===== config.mk =====
export PLATFORM = sky130hd
export DESIGN_NAME = sfpwm_timer
export DESIGN_NICKNAME = d
export VERILOG_FILES = /design/src/design/sfpwm_pkg.sv /design/src/design/sfpwm_timer.sv
export VERILOG_INCLUDE_DIRS = /design/src /design/src/design
export SDC_FILE = /design/constraint.sdc
export NUM_CORES = 1
export LEC_CHECK = 0
export ABC_CLOCK_PERIOD_IN_PS = 4000
export BUFFER_PORTS_ARGS = -buffer_cell sky130_fd_sc_hd__buf_2
export CELL_PAD_IN_SITES_DETAIL_PLACEMENT = 1
export CELL_PAD_IN_SITES_GLOBAL_PLACEMENT = 1
export CORE_AREA = 2 2 105 209
export CTS_BUF_LIST = sky130_fd_sc_hd__clkbuf_8
export CTS_CLUSTER_SIZE = 10
export DETAILED_ROUTE_END_ITERATION = 16
export DIE_AREA = 0 0 107 211
export HOLD_SLACK_MARGIN = 0.02
export PLACE_DENSITY_LB_ADDON = 0.1
export SYNTH_ARGS = -nofsm -noshare
export SYNTH_HDL_FRONTEND = slang
export SYNTH_SLANG_ARGS = --single-unit

===== constraint.sdc =====
create_clock -name clk -period 4 [get_ports clk]
set_clock_uncertainty 0.2 [all_clocks]
set_input_delay 0.4 -clock clk [delete_from_list [all_inputs] [get_ports clk]]
set_output_delay 0.4 -clock clk [all_outputs]
set_load 0.03 [all_outputs]

===== src/design/sfpwm_params.svh =====
/*
  Constants of the sixteen-bit fast PWM timer: mode codes, fixed TOP
  values, prescaler choices, BOTTOM and MAX.
  Assumes it is included by the package, the design module and the bench.
*/
`ifndef SFPWM_PARAMS_SVH
`define SFPWM_PARAMS_SVH

`define SFPWM_TOP_8BIT    16'h00FF
`define SFPWM_TOP_9BIT    16'h01FF
`define SFPWM_TOP_10BIT   16'h03FF
`define SFPWM_TOP_MIN     16'h0003
`define SFPWM_MAX         16'hFFFF
`define SFPWM_BOTTOM      16'h0000

`define SFPWM_WGM_PC8     4'h1
`define SFPWM_WGM_PC9     4'h2
`define SFPWM_WGM_PC10    4'h3
`define SFPWM_WGM_FP8     4'h5
`define SFPWM_WGM_FP9     4'h6
`define SFPWM_WGM_FP10    4'h7
`define SFPWM_WGM_PCICR   4'hA
`define SFPWM_WGM_PCOCR   4'hB
`define SFPWM_WGM_FPICR   4'hE
`define SFPWM_WGM_FPOCR   4'hF

`define SFPWM_COM_OFF     2'h0
`define SFPWM_COM_TOGGLE  2'h1
`define SFPWM_COM_NONINV  2'h2
`define SFPWM_COM_INV     2'h3

`define SFPWM_DIV_1       10'h000
`define SFPWM_DIV_8       10'h007
`define SFPWM_DIV_64      10'h03F
`define SFPWM_DIV_256     10'h0FF
`define SFPWM_DIV_1024    10'h3FF

`define SFPWM_CS_STOP     3'h0
`define SFPWM_CS_1        3'h1
`define SFPWM_CS_8        3'h2
`define SFPWM_CS_64       3'h3
`define SFPWM_CS_256      3'h4
`define SFPWM_CS_1024     3'h5

`endif


===== src/design/sfpwm_pkg.sv =====
/*
  Types of the sixteen-bit fast PWM timer.
  Assumes sfpwm_params.svh is on the include path.
*/
package sfpwm_pkg;
  `include "sfpwm_params.svh"

  typedef enum logic [1:0] {
    SFPWM_SINGLE,
    SFPWM_DUAL,
    SFPWM_OTHER
  } sfpwm_slope_e;

  // Software write strobes with data
  typedef struct packed {
    logic        wr_a;
    logic        wr_b;
    logic        wr_icr;
    logic [15:0] data;
  } sfpwm_wr_s;

  typedef struct packed {
    logic        overflow;
    logic        match_a;
    logic        match_b;
    logic        capture;
  } sfpwm_flags_s;

  typedef struct packed {
    logic [9:0]   presc;
    logic         tick;
    logic [15:0]  count;
    logic         down;
    logic [15:0]  buf_a;
    logic [15:0]  buf_b;
    logic [15:0]  cmp_a;
    logic [15:0]  cmp_b;
    logic [15:0]  icr;
    logic         oc_a;
    logic         oc_b;
    sfpwm_flags_s flags;
    logic         pin_a;
    logic         pin_a_oe;
    logic         pin_b;
    logic         pin_b_oe;
  } sfpwm_state_s;
endpackage


===== src/design/sfpwm_timer.sv =====
/*
  Sixteen-bit timer waveform generator, fast PWM and phase correct PWM,
  two compare channels. Software strobes and flag clears arrive from
  logic on clk; the pin outputs go to the port pad.
*/
`timescale 1ns/1ps
`include "sfpwm_params.svh"

module sfpwm_timer
  import sfpwm_pkg::*;
#(
  parameter int WIDTH = 16
)
(
  input  wire logic         clk,
  input  wire logic         rst,
  input  wire logic         clk_en,
  input  wire logic [3:0]   waveform_mode_select,
  input  wire logic [2:0]   clock_select,
  input  wire logic [1:0]   channel_a_output_mode,
  input  wire logic [1:0]   channel_b_output_mode,
  input  wire logic         pin_direction_bit_a,
  input  wire logic         pin_direction_bit_b,
  input  wire logic         port_data_a,
  input  wire logic         port_data_b,
  input  wire sfpwm_wr_s    wr,
  input  wire sfpwm_flags_s flag_clear,
  output logic [15:0]       count_value,
  output sfpwm_flags_s      flags,
  output logic              channel_a_output,
  output logic              channel_a_output_oe,
  output logic              channel_b_output,
  output logic              channel_b_output_oe
);

  // Refused at elaboration: the counter logic is fixed at 16 bits
  if (WIDTH != 16)
  begin : g_width_chk
    $error("sfpwm_timer serves only a 16-bit counter");
  end

  sfpwm_state_s q;
  sfpwm_state_s next_q;

  // ==========================================================
  // Helpers
  // ==========================================================
  function automatic logic [9:0] div_mask(input logic [2:0] cs);
    case (cs)
      `SFPWM_CS_1:    div_mask = `SFPWM_DIV_1;
      `SFPWM_CS_8:    div_mask = `SFPWM_DIV_8;
      `SFPWM_CS_64:   div_mask = `SFPWM_DIV_64;
      `SFPWM_CS_256:  div_mask = `SFPWM_DIV_256;
      default:        div_mask = `SFPWM_DIV_1024;
    endcase
  endfunction

  // Bits above the fixed resolution are forced to zero
  function automatic logic [15:0] mask_cmp(input logic [3:0]  wgm,
                                           input logic [15:0] v);
    case (wgm)
      `SFPWM_WGM_FP8, `SFPWM_WGM_PC8:   mask_cmp = v & `SFPWM_TOP_8BIT;
      `SFPWM_WGM_FP9, `SFPWM_WGM_PC9:   mask_cmp = v & `SFPWM_TOP_9BIT;
      `SFPWM_WGM_FP10, `SFPWM_WGM_PC10: mask_cmp = v & `SFPWM_TOP_10BIT;
      default:                          mask_cmp = v;
    endcase
  endfunction

  function automatic logic pwm_act(input logic [1:0] com,
                                   input logic       cur,
                                   input logic       level);
    case (com)
      `SFPWM_COM_NONINV: pwm_act = level;
      `SFPWM_COM_INV:    pwm_act = ~level;
      default:           pwm_act = cur;
    endcase
  endfunction

  // ==========================================================
  // Mode decode
  // ==========================================================
  sfpwm_slope_e slope;
  logic [15:0]  top;
  logic         top_ocr;
  logic         top_icr;

  always_comb
  begin
    top_ocr = 1'b0;
    top_icr = 1'b0;
    slope   = SFPWM_OTHER;
    top     = `SFPWM_MAX;
    case (waveform_mode_select)
      `SFPWM_WGM_FP8, `SFPWM_WGM_PC8:   top = `SFPWM_TOP_8BIT;
      `SFPWM_WGM_FP9, `SFPWM_WGM_PC9:   top = `SFPWM_TOP_9BIT;
      `SFPWM_WGM_FP10, `SFPWM_WGM_PC10: top = `SFPWM_TOP_10BIT;
      `SFPWM_WGM_FPICR, `SFPWM_WGM_PCICR:
      begin
        top     = q.icr;
        top_icr = 1'b1;
      end
      `SFPWM_WGM_FPOCR, `SFPWM_WGM_PCOCR:
      begin
        top     = q.cmp_a;
        top_ocr = 1'b1;
      end
      default: top = `SFPWM_MAX;
    endcase
    case (waveform_mode_select)
      `SFPWM_WGM_FP8, `SFPWM_WGM_FP9, `SFPWM_WGM_FP10,
      `SFPWM_WGM_FPICR, `SFPWM_WGM_FPOCR:
        slope = SFPWM_SINGLE;
      `SFPWM_WGM_PC8, `SFPWM_WGM_PC9, `SFPWM_WGM_PC10,
      `SFPWM_WGM_PCICR, `SFPWM_WGM_PCOCR:
        slope = SFPWM_DUAL;
      default: slope = SFPWM_OTHER;
    endcase
  end

  // ==========================================================
  // Next state
  // ==========================================================
  logic at_top;
  logic at_bot;
  logic m_a;
  logic m_b;

  always_comb
  begin
    next_q = q;
    // Clears go first, so a hardware set in the same cycle wins
    next_q.flags = q.flags & ~flag_clear;
    at_top = (q.count == top);
    at_bot = (q.count == `SFPWM_BOTTOM);
    // Match fires above TOP only while a lowered TOP leaves the count above it: wrapping through MAX, or falling in dual slope
    m_a    = (q.count == q.cmp_a);
    m_b    = (q.count == q.cmp_b);

    // Prescaler: tick registered so it is a clean one-cycle enable
    next_q.presc = q.presc + 10'h001;
    next_q.tick  = (clock_select != `SFPWM_CS_STOP) &&
                   ((q.presc & div_mask(clock_select)) ==
                    div_mask(clock_select));

    // Writes land in the buffers at any time; ICR acts at once
    if (wr.wr_a)
      next_q.buf_a = mask_cmp(waveform_mode_select, wr.data);
    if (wr.wr_b)
      next_q.buf_b = mask_cmp(waveform_mode_select, wr.data);
    if (wr.wr_icr)
      next_q.icr = wr.data;

    // Modes without waveform logic: compare registers follow writes
    if (slope == SFPWM_OTHER)
    begin
      next_q.cmp_a = next_q.buf_a;
      next_q.cmp_b = next_q.buf_b;
    end

    if (q.tick && slope != SFPWM_OTHER)
    begin
      if (m_a)
        next_q.flags.match_a = 1'b1;
      if (m_b)
        next_q.flags.match_b = 1'b1;
      if (slope == SFPWM_SINGLE)
      begin
        // TOP below count wraps through MAX; plain increment does it
        next_q.count = at_top ? `SFPWM_BOTTOM
                              : q.count + 16'h0001;
        next_q.down  = 1'b0;
        if (at_top)
        begin
          next_q.flags.overflow = 1'b1;
          if (top_ocr)
            next_q.flags.match_a = 1'b1;
          if (top_icr)
            next_q.flags.capture = 1'b1;
          next_q.cmp_a = q.buf_a;
          next_q.cmp_b = q.buf_b;
          // Set at the TOP-to-zero step; a match at TOP outranks it
          if (!m_a)
            next_q.oc_a = pwm_act(channel_a_output_mode, q.oc_a,
                                  1'b1);
          if (!m_b)
            next_q.oc_b = pwm_act(channel_b_output_mode, q.oc_b, 1'b1);
        end
        if (m_a)
        begin
          if (channel_a_output_mode == `SFPWM_COM_TOGGLE)
          begin
            if (waveform_mode_select == `SFPWM_WGM_FPOCR)
              next_q.oc_a = ~q.oc_a;
          end
          else
            next_q.oc_a = pwm_act(channel_a_output_mode, q.oc_a,
                                  1'b0);
        end
        if (m_b)
          next_q.oc_b = pwm_act(channel_b_output_mode, q.oc_b, 1'b0);
      end
      else
      begin
        // Dual slope: direction turns at TOP and at BOTTOM
        if (at_top)
        begin
          next_q.down  = 1'b1;
          next_q.cmp_a = q.buf_a;
          next_q.cmp_b = q.buf_b;
          if (top_ocr)
            next_q.flags.match_a = 1'b1;
          if (top_icr)
            next_q.flags.capture = 1'b1;
        end
        else if (at_bot)
        begin
          next_q.down           = 1'b0;
          next_q.flags.overflow = 1'b1;
        end
        if (at_top)
          next_q.count = q.count - 16'h0001;
        else if (at_bot)
          next_q.count = q.count + 16'h0001;
        else
          next_q.count = q.down ? q.count - 16'h0001
                                : q.count + 16'h0001;
        // Direction of the coming step decides set or clear at the turns
        if (m_a)
        begin
          if (channel_a_output_mode == `SFPWM_COM_TOGGLE)
          begin
            if (waveform_mode_select == `SFPWM_WGM_PCOCR)
              next_q.oc_a = ~q.oc_a;
          end
          else
            next_q.oc_a = pwm_act(channel_a_output_mode, q.oc_a,
                                  next_q.down);
        end
        if (m_b)
          next_q.oc_b = pwm_act(channel_b_output_mode, q.oc_b, next_q.down);
      end
    end

    // Pin: generator overrides port data when output mode is nonzero
    next_q.pin_a    = (channel_a_output_mode != `SFPWM_COM_OFF)
                      ? next_q.oc_a : port_data_a;
    next_q.pin_b    = (channel_b_output_mode != `SFPWM_COM_OFF)
                      ? next_q.oc_b : port_data_b;
    next_q.pin_a_oe = pin_direction_bit_a;
    next_q.pin_b_oe = pin_direction_bit_b;
  end

  // ==========================================================
  // State register
  // ==========================================================
  always_ff @(posedge clk or posedge rst)
  begin
    if (rst)
      q <= '0;
    else if (clk_en)
      q <= next_q;
  end

  assign count_value         = q.count;
  assign flags               = q.flags;
  assign channel_a_output    = q.pin_a;
  assign channel_a_output_oe = q.pin_a_oe;
  assign channel_b_output    = q.pin_b;
  assign channel_b_output_oe = q.pin_b_oe;

  // ==========================================================
  // Assertions
  // ==========================================================
  logic fast;
  assign fast = (slope == SFPWM_SINGLE);
endmodule // sfpwm_timer


==> results of run 1 <==
synth_stat cells (17+ instances only):
master and count:
xnor2_1 42, o21ai_0 56, mux2_2 22, dfrtp_1 118, nand2_1 74, nand4_1 17, a2bb2oi_1 33, clkbuf_1 41
mux2i_1 45, nor2b_1 18, nor2_1 63, a21oi_1 50, buf_4 25
how the worst max path moves through the flow:
| stage | start | endpoint | slack [ns] | depth (start not counted) |
|---|---|---|---|---|
| after global placement | waveform_mode_select[0] | channel_b_output$_DFFE_PP0P_ | 0.39 | 11 |
| after detailed placement | waveform_mode_select[0] | channel_b_output$_DFFE_PP0P_ | 0.35 | 11 |
| after floorplan | rst | channel_a_output$_DFFE_PP0P_ | 0.27 | 1 |
| after CTS | count_value[2]$_DFFE_PP0P_ | count_value[14]$_DFFE_PP0P_ | 0.65 | 9 |
| after global routing | count_value[0]$_DFFE_PP0P_ | count_value[14]$_DFFE_PP0P_ | 0.45 | 9 |
| final | count_value[2]$_DFFE_PP0P_ | count_value[14]$_DFFE_PP0P_ | 0.60 | 9 |
registers in the layout, indices dropped and copies added, names as in the netlist:
register,flops
channel_a_output,1
channel_b_output,1
q,94
flags,4
channel_a_output_oe,1
channel_b_output_oe,1
count_value,16
worst max-delay path, cell delays in order, from the launching register on:
cell	delay, ns
dfrtp_1	0.54
nor3_1	0.47
nand4_1	0.32
or3_1	0.50
o21ai_2	0.17
a21oi_1	0.10
a21boi_2	0.24
or3_1	0.40
a32oi_1	0.18
o21ai_0	0.14
layer usage:
| metal | track usage | wire (um) |
|---|---|---|
| met5 | 0 | 0 |
| met1 | 0.2479 | 9495 |
| met3 | 0.03857 | 558 |
| met2 | 0.4518 | 14620 |
| met4 | 0.1137 | 996 |
per-stage QoR:
stage	hold slack (ns)	power (mW)	worst slack, ns
after floorplan	0.2380	2.420	0.2709
after global placement	0.2552	2.720	0.3888
after detailed placement	0.2674	2.766	0.3521
after CTS	0.02055	3.959	0.6532
after global routing	0.07724	4.118	0.4550
final	0.05304	3.905	0.5992
power by group:
part           total [mW]  internal, mW  leakage, nW  switching, mW
Clock                1.14         0.598        0.197          0.547
Sequential           1.67          1.39         1.36          0.279
Combinational        1.09         0.488         1.95          0.602
Total                3.91          2.48         3.51           1.43
final cells by class:
type                            instances  area [um^2]  area share
Clock buffer                           20        275.3     0.03226
Clock inverter                         12        127.6     0.01496
Inverter                               10        40.04    0.004693
Multi-Input combinational cell        600         3984      0.4669
Sequential cell                       118         2953      0.3461
Tap cell                              269        336.6     0.03945
Timing Repair Buffer                  120        815.8     0.09562
cell families (layout without fill, tap and decap cells):
family	after synthesis	count (layout)	share of synthesized area
flops	118	118	0.3979
xor+xnor	51	51	0.06019
fa+ha+maj	3	3	0.005059
buf+inv	95	162	0.06559
mux	70	70	0.1005
simple gates	260	260	0.1732
compound gates	216	216	0.1976
==> results.cfg, run 1 <==
[outcome]
status = finished, final reports clean

[sta]
relSlewSlack = 0.3798
tns_ns = 0
fin_crit_sh = 0.8502
timing.fmax_mhz = 294.1
fin_crit_ns = 3.401
slew_viol_final = 0
hold_viol = 0
tightest_slew_ns = 0.9303
setup_violations = 0
rsz0062_at_grt = no

[cells_and_area]
fill_cells = 2449
stdcell_count = 1149
final_core_util = 0.4077
design_area_mm2 = 0.008532
post_route_cells_drive_above_1_share = 0.1909
syn_to_final_growth_pct = 14.97
fin_nets = 911
layout_commonest_cell = dfrtp_1
mostFrequentLayoutCells = 118 x dfrtp_1, 74 x nand2_1, 63 x buf_2, 62 x nor2_1, 56 x o21ai_0
diodes = 0

[worst_setup_path]
rr_endpoint = count_value[14]$_DFFE_PP0P_
crit_fanout = 10
cp.arrival_ns = 3.55
critPathLaunchType = register
crit_type = reg2reg
reg2reg_depth = 9
rr_startpoint = count_value[2]$_DFFE_PP0P_
rrSetupSlack_ns = 0.60
end_kind = register
critPathRequiredTime_ns = 4.15

[route]
wl_per_cell_um = 22.34
via_per_inst = 5.726
drt_iter0_drc = 225
drt_wl_total_mm = 25.67
drc_errors = 0
firstDrtPassIters = 4
num_vias = 6579
drtAntennaViolNets = 0

[hold_path]
min_to = q[8]$_DFFE_PP0P_
hold_start = channel_b_output_mode[1]
hp-class = in2reg
worstHoldPathCells = 3

[clocking]
cts_resized = 0
cts_buffers = 17
cts_hold_buf = 24
clock_latency_ns = 0.49
root_buffer = clkbuf_8
cts_max_level = 4
clk_pin_slew_ns = 0.08
cts_sinks = 118
post_cts_buffers = 0
cts_buffer_depth = 2
cts_tree = yes

[yosys]
syn_nets = 857
ys_dominant_reg_cell = dfrtp_1
yosys.area.top_type = dfrtp_1
synth_seq_area_share = 0.3979
netlist_instances = 813
syn_area_mm2 = 0.007421
yosys_warnings = 0
avgSynthCellArea_um2 = 9.128
synth.area.top_cells = dfrtp_1 40%, mux2i_1 6.1%, xnor2_1 5.0%, a2bb2oi_1 3.9%, o21ai_0 3.8%
synth_edf_count = 0
ys_seq_elements = 118
yosysUniqueCellTypes = 71
synth_top_cell_area_share = 0.3979
synthArstFlopShare = 1.000

[floorplan]
dieWidth_um = 107
die_h_um = 211
rows = 75
ioPinCount = 65
dieArea_mm2 = 0.02258
start_util = 0.3546
core_mm2 = 0.02093

[global_routing]
grt_pass1_wl_mm = 40.48
antenna_found_initial = 0
grt_pass1_vias = 7162
grt_max_degree = 70
grt_use_total = 0.2378
grt.overflow.total = 0

[pwr]
vdd_drop_max_mv = 0.2419
cellLeakagePower_nw = 3.510
powerDensity_mw_per_mm2 = 457.7

[placed_design]
dp_hpwl_mm = 18.79
dpl.cell_count = 1093
routabilityCongestion = 0.8816
numPortBuffers = 64
place_area_mm2 = 0.007889

[run]
drv_cap = 0
(Power assumes the default switching activity.)
==> run 2, diff against run 1 <==
Settings changed: CORE_AREA 2 2 105 209 to 2 2 147 149, DIE_AREA 0 0 107 211 to 0 0 149 151.
==> results.cfg, run 2 (synthesis gave the netlist of run 1 again) <==
[clocking]
cts_sinks = 118
cts_buffers = 17
cts_tree = yes
clk_pin_slew_ns = 0.08
clock_latency_ns = 0.45
post_cts_buffers = 0
cts_buffer_depth = 2
root_buffer = clkbuf_8
cts_max_level = 4

[pwr]
total_power_mw = 3.876
powerDensity_mw_per_mm2 = 461.8
swShare = 0.3565
cellLeakagePower_nw = 3.448
p_comb_frac = 0.289
clkPwrFrac = 0.294
internal_power_mw = 2.494
seqPwrFrac = 0.417
switchingPower_mw = 1.382
vdd_drop_max_mv = 0.2062

[cells_and_area]
post_route_cells_drive_above_1_share = 0.1935
fill_cells = 2430
syn_to_final_growth_pct = 13.10
design_area_mm2 = 0.008393
mostFrequentLayoutCells = 118 x dfrtp_1, 74 x nand2_1, 63 x buf_2, 62 x nor2_1, 56 x o21ai_0
seqCellArea_mm2 = 0.002953
layout_commonest_cell = dfrtp_1
diodes = 0
multi_input_area_mm2 = 0.003984
largest_reg_flops = 94
regMostFlops = q
fin_nets = 894
final_core_util = 0.4031
stdcell_count = 1138

[run]
drv_cap = 0

[global_routing]
grt_pass1_vias = 6713
grt_pass1_wl_mm = 37.58
antenna_found_initial = 0
grt_use_total = 0.2156
grt.overflow.total = 0
grt_max_degree = 119

[sta]
timing.fmax_mhz = 297.4
setup_violations = 0
tightest_slew_ns = 0.9863
holdWs_ns = 0.04884
slew_viol_final = 0
fin_crit_ns = 3.363
hold_viol = 0
rsz0062_at_grt = no
fin_crit_sh = 0.8407
relSlewSlack = 0.3425
tns_ns = 0
setup_slack_ns = 0.6370

[floorplan]
die_h_um = 151
start_util = 0.3564
dieWidth_um = 149
core_mm2 = 0.02082
ioPinCount = 65
dieArea_mm2 = 0.02250
rows = 53

[hold_path]
worstHoldPathCells = 2
hold_start = wr[6]
min_to = q[16]$_DFFE_PP0P_
hp-class = in2reg

[placed_design]
place_area_mm2 = 0.007909
numPortBuffers = 64
dp_slack_ns = 0.3384
dpl.cell_count = 1099
routabilityCongestion = 0.8645
dp_hpwl_mm = 16.43

[worst_setup_path]
reg2reg_depth = 10
critPathLaunchType = register
cp.arrival_ns = 3.54
rr_startpoint = count_value[4]$_DFFE_PP0P_
end_kind = register
critPathRequiredTime_ns = 4.17
rrSetupSlack_ns = 0.64
crit_fanout = 12
crit_type = reg2reg
rr_endpoint = count_value[1]$_DFFE_PP0P_

[route]
drt_iter0_drc = 361
via_per_inst = 5.608
drc_errors = 0
wl_per_cell_um = 20.28
drt_wl_total_mm = 23.07
drtAntennaViolNets = 0
num_vias = 6382
firstDrtPassIters = 4

[outcome]
status = finished, final reports clean
-- run 2: cell count changes in the layout (fill, tap and decap cells not counted) --
| cell | previous run | this run |
|---|---|---|
| clkinv_2 | 4 | 1 |
| buf_12 | 1 | 2 |
| buf_4 | 32 | 31 |
| clkinv_4 | 2 | 3 |
| dlygate4sd3_1 | 24 | 7 |
| inv_1 | 9 | 10 |
| clkbuf_8 | 20 | 21 |
-- run 2: power groups by stage --
stage,logic [mW],registers (mW),clock network [mW]
after floorplan,0.869,1.55,0
after CTS,1.13,1.61,1.17
after detailed placement,1.12,1.64,0
after global placement,1.08,1.62,0
after global routing,1.24,1.64,1.24
final,1.12,1.62,1.14
-- run 2: how the worst max path moves through the flow --
stage / from / end / slack [ns] / cells after the start
6_report: count_value[4]$_DFFE_PP0P_ / count_value[1]$_DFFE_PP0P_ / 0.64 / 10
5_1_grt: count_value[4]$_DFFE_PP0P_ / count_value[1]$_DFFE_PP0P_ / 0.44 / 10
4_1_cts: count_value[4]$_DFFE_PP0P_ / count_value[1]$_DFFE_PP0P_ / 0.65 / 10
3_5_place_dp: waveform_mode_select[0] / count_value[1]$_DFFE_PP0P_ / 0.34 / 12
3_3_place_gp: waveform_mode_select[0] / count_value[1]$_DFFE_PP0P_ / 0.52 / 12
2_1_floorplan: rst / channel_a_output$_DFFE_PP0P_ / 0.27 / 1
-- run 2: metal layers --
layer  track usage  up-vias  wire length [um]  part of all wire
li1              -     2994                 -                 -
met1        0.2876     3241             10650              0.46
met2        0.3631      116             11300              0.49
met3       0.03614       31               765             0.033
met4       0.05905        0               361             0.016
met5             0        -                 0                 0
-- run 2: what timing repair did --
item | in CTS | in global routing
gates resized for setup | 0 | 0
hold endpoints to repair | 124 | 0
hold buffers | 7 | 0
-- run 2: area by class of cell --
type,instances,area share
Timing Repair Buffer,103,0.07841
Inverter,10,0.004770
Multi-Input combinational cell,600,0.4747
Sequential cell,118,0.3518
Tap cell,275,0.04100
Clock buffer,21,0.03444
Clock inverter,11,0.01491
-- run 2: critical path, stage by stage (launching register included) --
cell	delay, ns
dfrtp_1	0.57
nor3_1	0.30
nand4_1	0.20
or3_1	0.48
o21ai_2	0.35
a21oi_1	0.14
a21boi_2	0.22
buf_4	0.22
or3b_1	0.35
o211ai_1	0.09
a21boi_1	0.18
==> run 3, diff against run 2 <==
Settings changed: ABC_CLOCK_PERIOD_IN_PS 4000 to 3200.
Clock period 4 ns to 3.2 ns, I/O delays scaled along.
==> results.cfg, run 3 (synthesis gave the netlist of run 1 again) <==
[outcome]
status = finished, final reports clean

[sta]
relSlewSlack = 0.3525
tns_ns = 0
fin_crit_sh = 0.9461
timing.fmax_mhz = 330.3
setup_violations = 0
rsz0062_at_grt = no
hold_viol = 0
tightest_slew_ns = 0.9712
fin_crit_ns = 3.028
slew_viol_final = 0

[route]
drt_wl_total_mm = 23.30
num_vias = 6472
drtAntennaViolNets = 0
wl_per_cell_um = 19.68
via_per_inst = 5.466
firstDrtPassIters = 4
drc_errors = 0
drt_iter0_drc = 390

[cells_and_area]
mostFrequentLayoutCells = 117 x dfrtp_1, 74 x nand2_1, 63 x buf_2, 62 x nor2_1, 57 x buf_4
stdcell_count = 1184
layout_commonest_cell = dfrtp_1
largest_reg_flops = 94
final_core_util = 0.4246
diodes = 0
post_route_cells_drive_above_1_share = 0.2222
seqCellArea_mm2 = 0.002954
fin_nets = 940
syn_to_final_growth_pct = 19.14
regMostFlops = q
multi_input_area_mm2 = 0.004029
fill_cells = 2462

[worst_setup_path]
critPathLaunchType = register
critPathMaxStageDelay_ns = 0.52
critPathTopFamily = simple AND/OR/NAND/NOR gates
crit_type = reg2reg
end_kind = register
crit_fanout = 8
cp.arrival_ns = 3.16
critical_path.cell_chain = nor2_1 -> nand4_1 -> or3_1 -> o21ai_2 -> a21oi_1 -> a21boi_2 -> buf_4 -> or3_1 -> a32oi_1 -> o21ai_0
worst-path-buf-inv = 1
timing.critical_path.mode_cell = or3_1
critPathRequiredTime_ns = 3.34
cp_slowest_cell = dfrtp_1

[clocking]
cts_max_level = 4
clk_pin_slew_ns = 0.08
cts_tree = yes
root_buffer = clkbuf_8
clock_latency_ns = 0.45
cts_buffers = 17
cts_sinks = 118
cts_buffer_depth = 2

[pwr]
swShare = 0.3595
switchingPower_mw = 1.756
cellLeakagePower_nw = 3.682
total_power_mw = 4.884
clkPwrFrac = 0.285
powerDensity_mw_per_mm2 = 552.4
seqPwrFrac = 0.412
vdd_drop_max_mv = 0.2556
p_comb_frac = 0.303
internal_power_mw = 3.128

[floorplan]
start_util = 0.3564
rows = 53
dieArea_mm2 = 0.02250
die_h_um = 151
ioPinCount = 65
core_mm2 = 0.02082
dieWidth_um = 149

[global_routing]
grt_pass1_vias = 6737
grt_use_total = 0.2178
grt.overflow.total = 0
grt_pass1_wl_mm = 37.79
antenna_found_initial = 0
grt_max_degree = 119

[run]
drv_cap = 0

[hold_path]
hp-class = in2reg

[placed_design]
routabilityCongestion = 0.8493
numPortBuffers = 64
dp_hpwl_mm = 16.74
dpl.cell_count = 1127
run 3: per-layer routing:
| layer | part of all wire | track usage |
|---|---|---|
| met1 | 0.47 | 0.2928 |
| met2 | 0.48 | 0.3592 |
| met3 | 0.027 | 0.03614 |
| met4 | 0.023 | 0.07048 |
| met5 | 0 | 0 |
run 3: worst min-delay path: cells and delay by family:
kind / cells / cell delay (ns)
compound gates: 2 / 0.16
buf+inv: 1 / 0.11
simple gates: 1 / 0.06
run 3: power by group through the flow:
stage          logic, mW  clock network, mW  registers, mW
2_1_floorplan       1.09                  0           1.94
3_3_place_gp        1.41                  0           2.02
3_5_place_dp        1.46                  0           2.03
4_1_cts             1.48               1.44           2.01
5_1_grt             1.64               1.51           2.05
6_report            1.48               1.39           2.01
run 3: cell type report:
class                      instances  share of cell area
timing repair buffer             149              0.1214
tap                              275             0.03892
sequential                       118              0.3341
clock buffer                      18             0.02802
clock inverter                    14             0.01712
multi-input combinational        600              0.4557
inverter                          10            0.004670
run 3: worst paths after layout:
path                                            start  slack, ns  cells past startpoint                           to
max                        count_value[5]$_DFFE_PP0P_       0.17                     10  count_value[14]$_DFFE_PP0P_
min                                   clock_select[1]       0.05                      4           q[107]$_DFFE_PP0P_
max reg2reg                count_value[5]$_DFFE_PP0P_       0.17                     10  count_value[14]$_DFFE_PP0P_
min reg2reg                      flags[3]$_DFFE_PP0P_       0.27                      2         flags[3]$_DFFE_PP0P_
max in group asynchronous                         rst       1.89                      4   count_value[6]$_DFFE_PP0P_
min in group asynchronous                         rst       0.40                      4            q[88]$_DFFE_PP0P_
run 3: through the flow:
stage	area [um^2]	worst slack (ns)	hold slack (ns)
after floorplan	7425	0.2092	0.2380
after global placement	8145	-0.08681	0.2535
after detailed placement	8145	-0.1258	0.2588
after CTS	8795	0.07148	0.03632
after global routing	8841	0.01921	0.08112
final	8841	0.1723	0.04818
run 3: repair_timing:
action                     4_1_cts  5_1_grt
setup endpoints to repair        0       11
resized for setup                0        8
hold endpoints to repair       142        0
hold buffers                    25        0
buffers inserted                 0        0
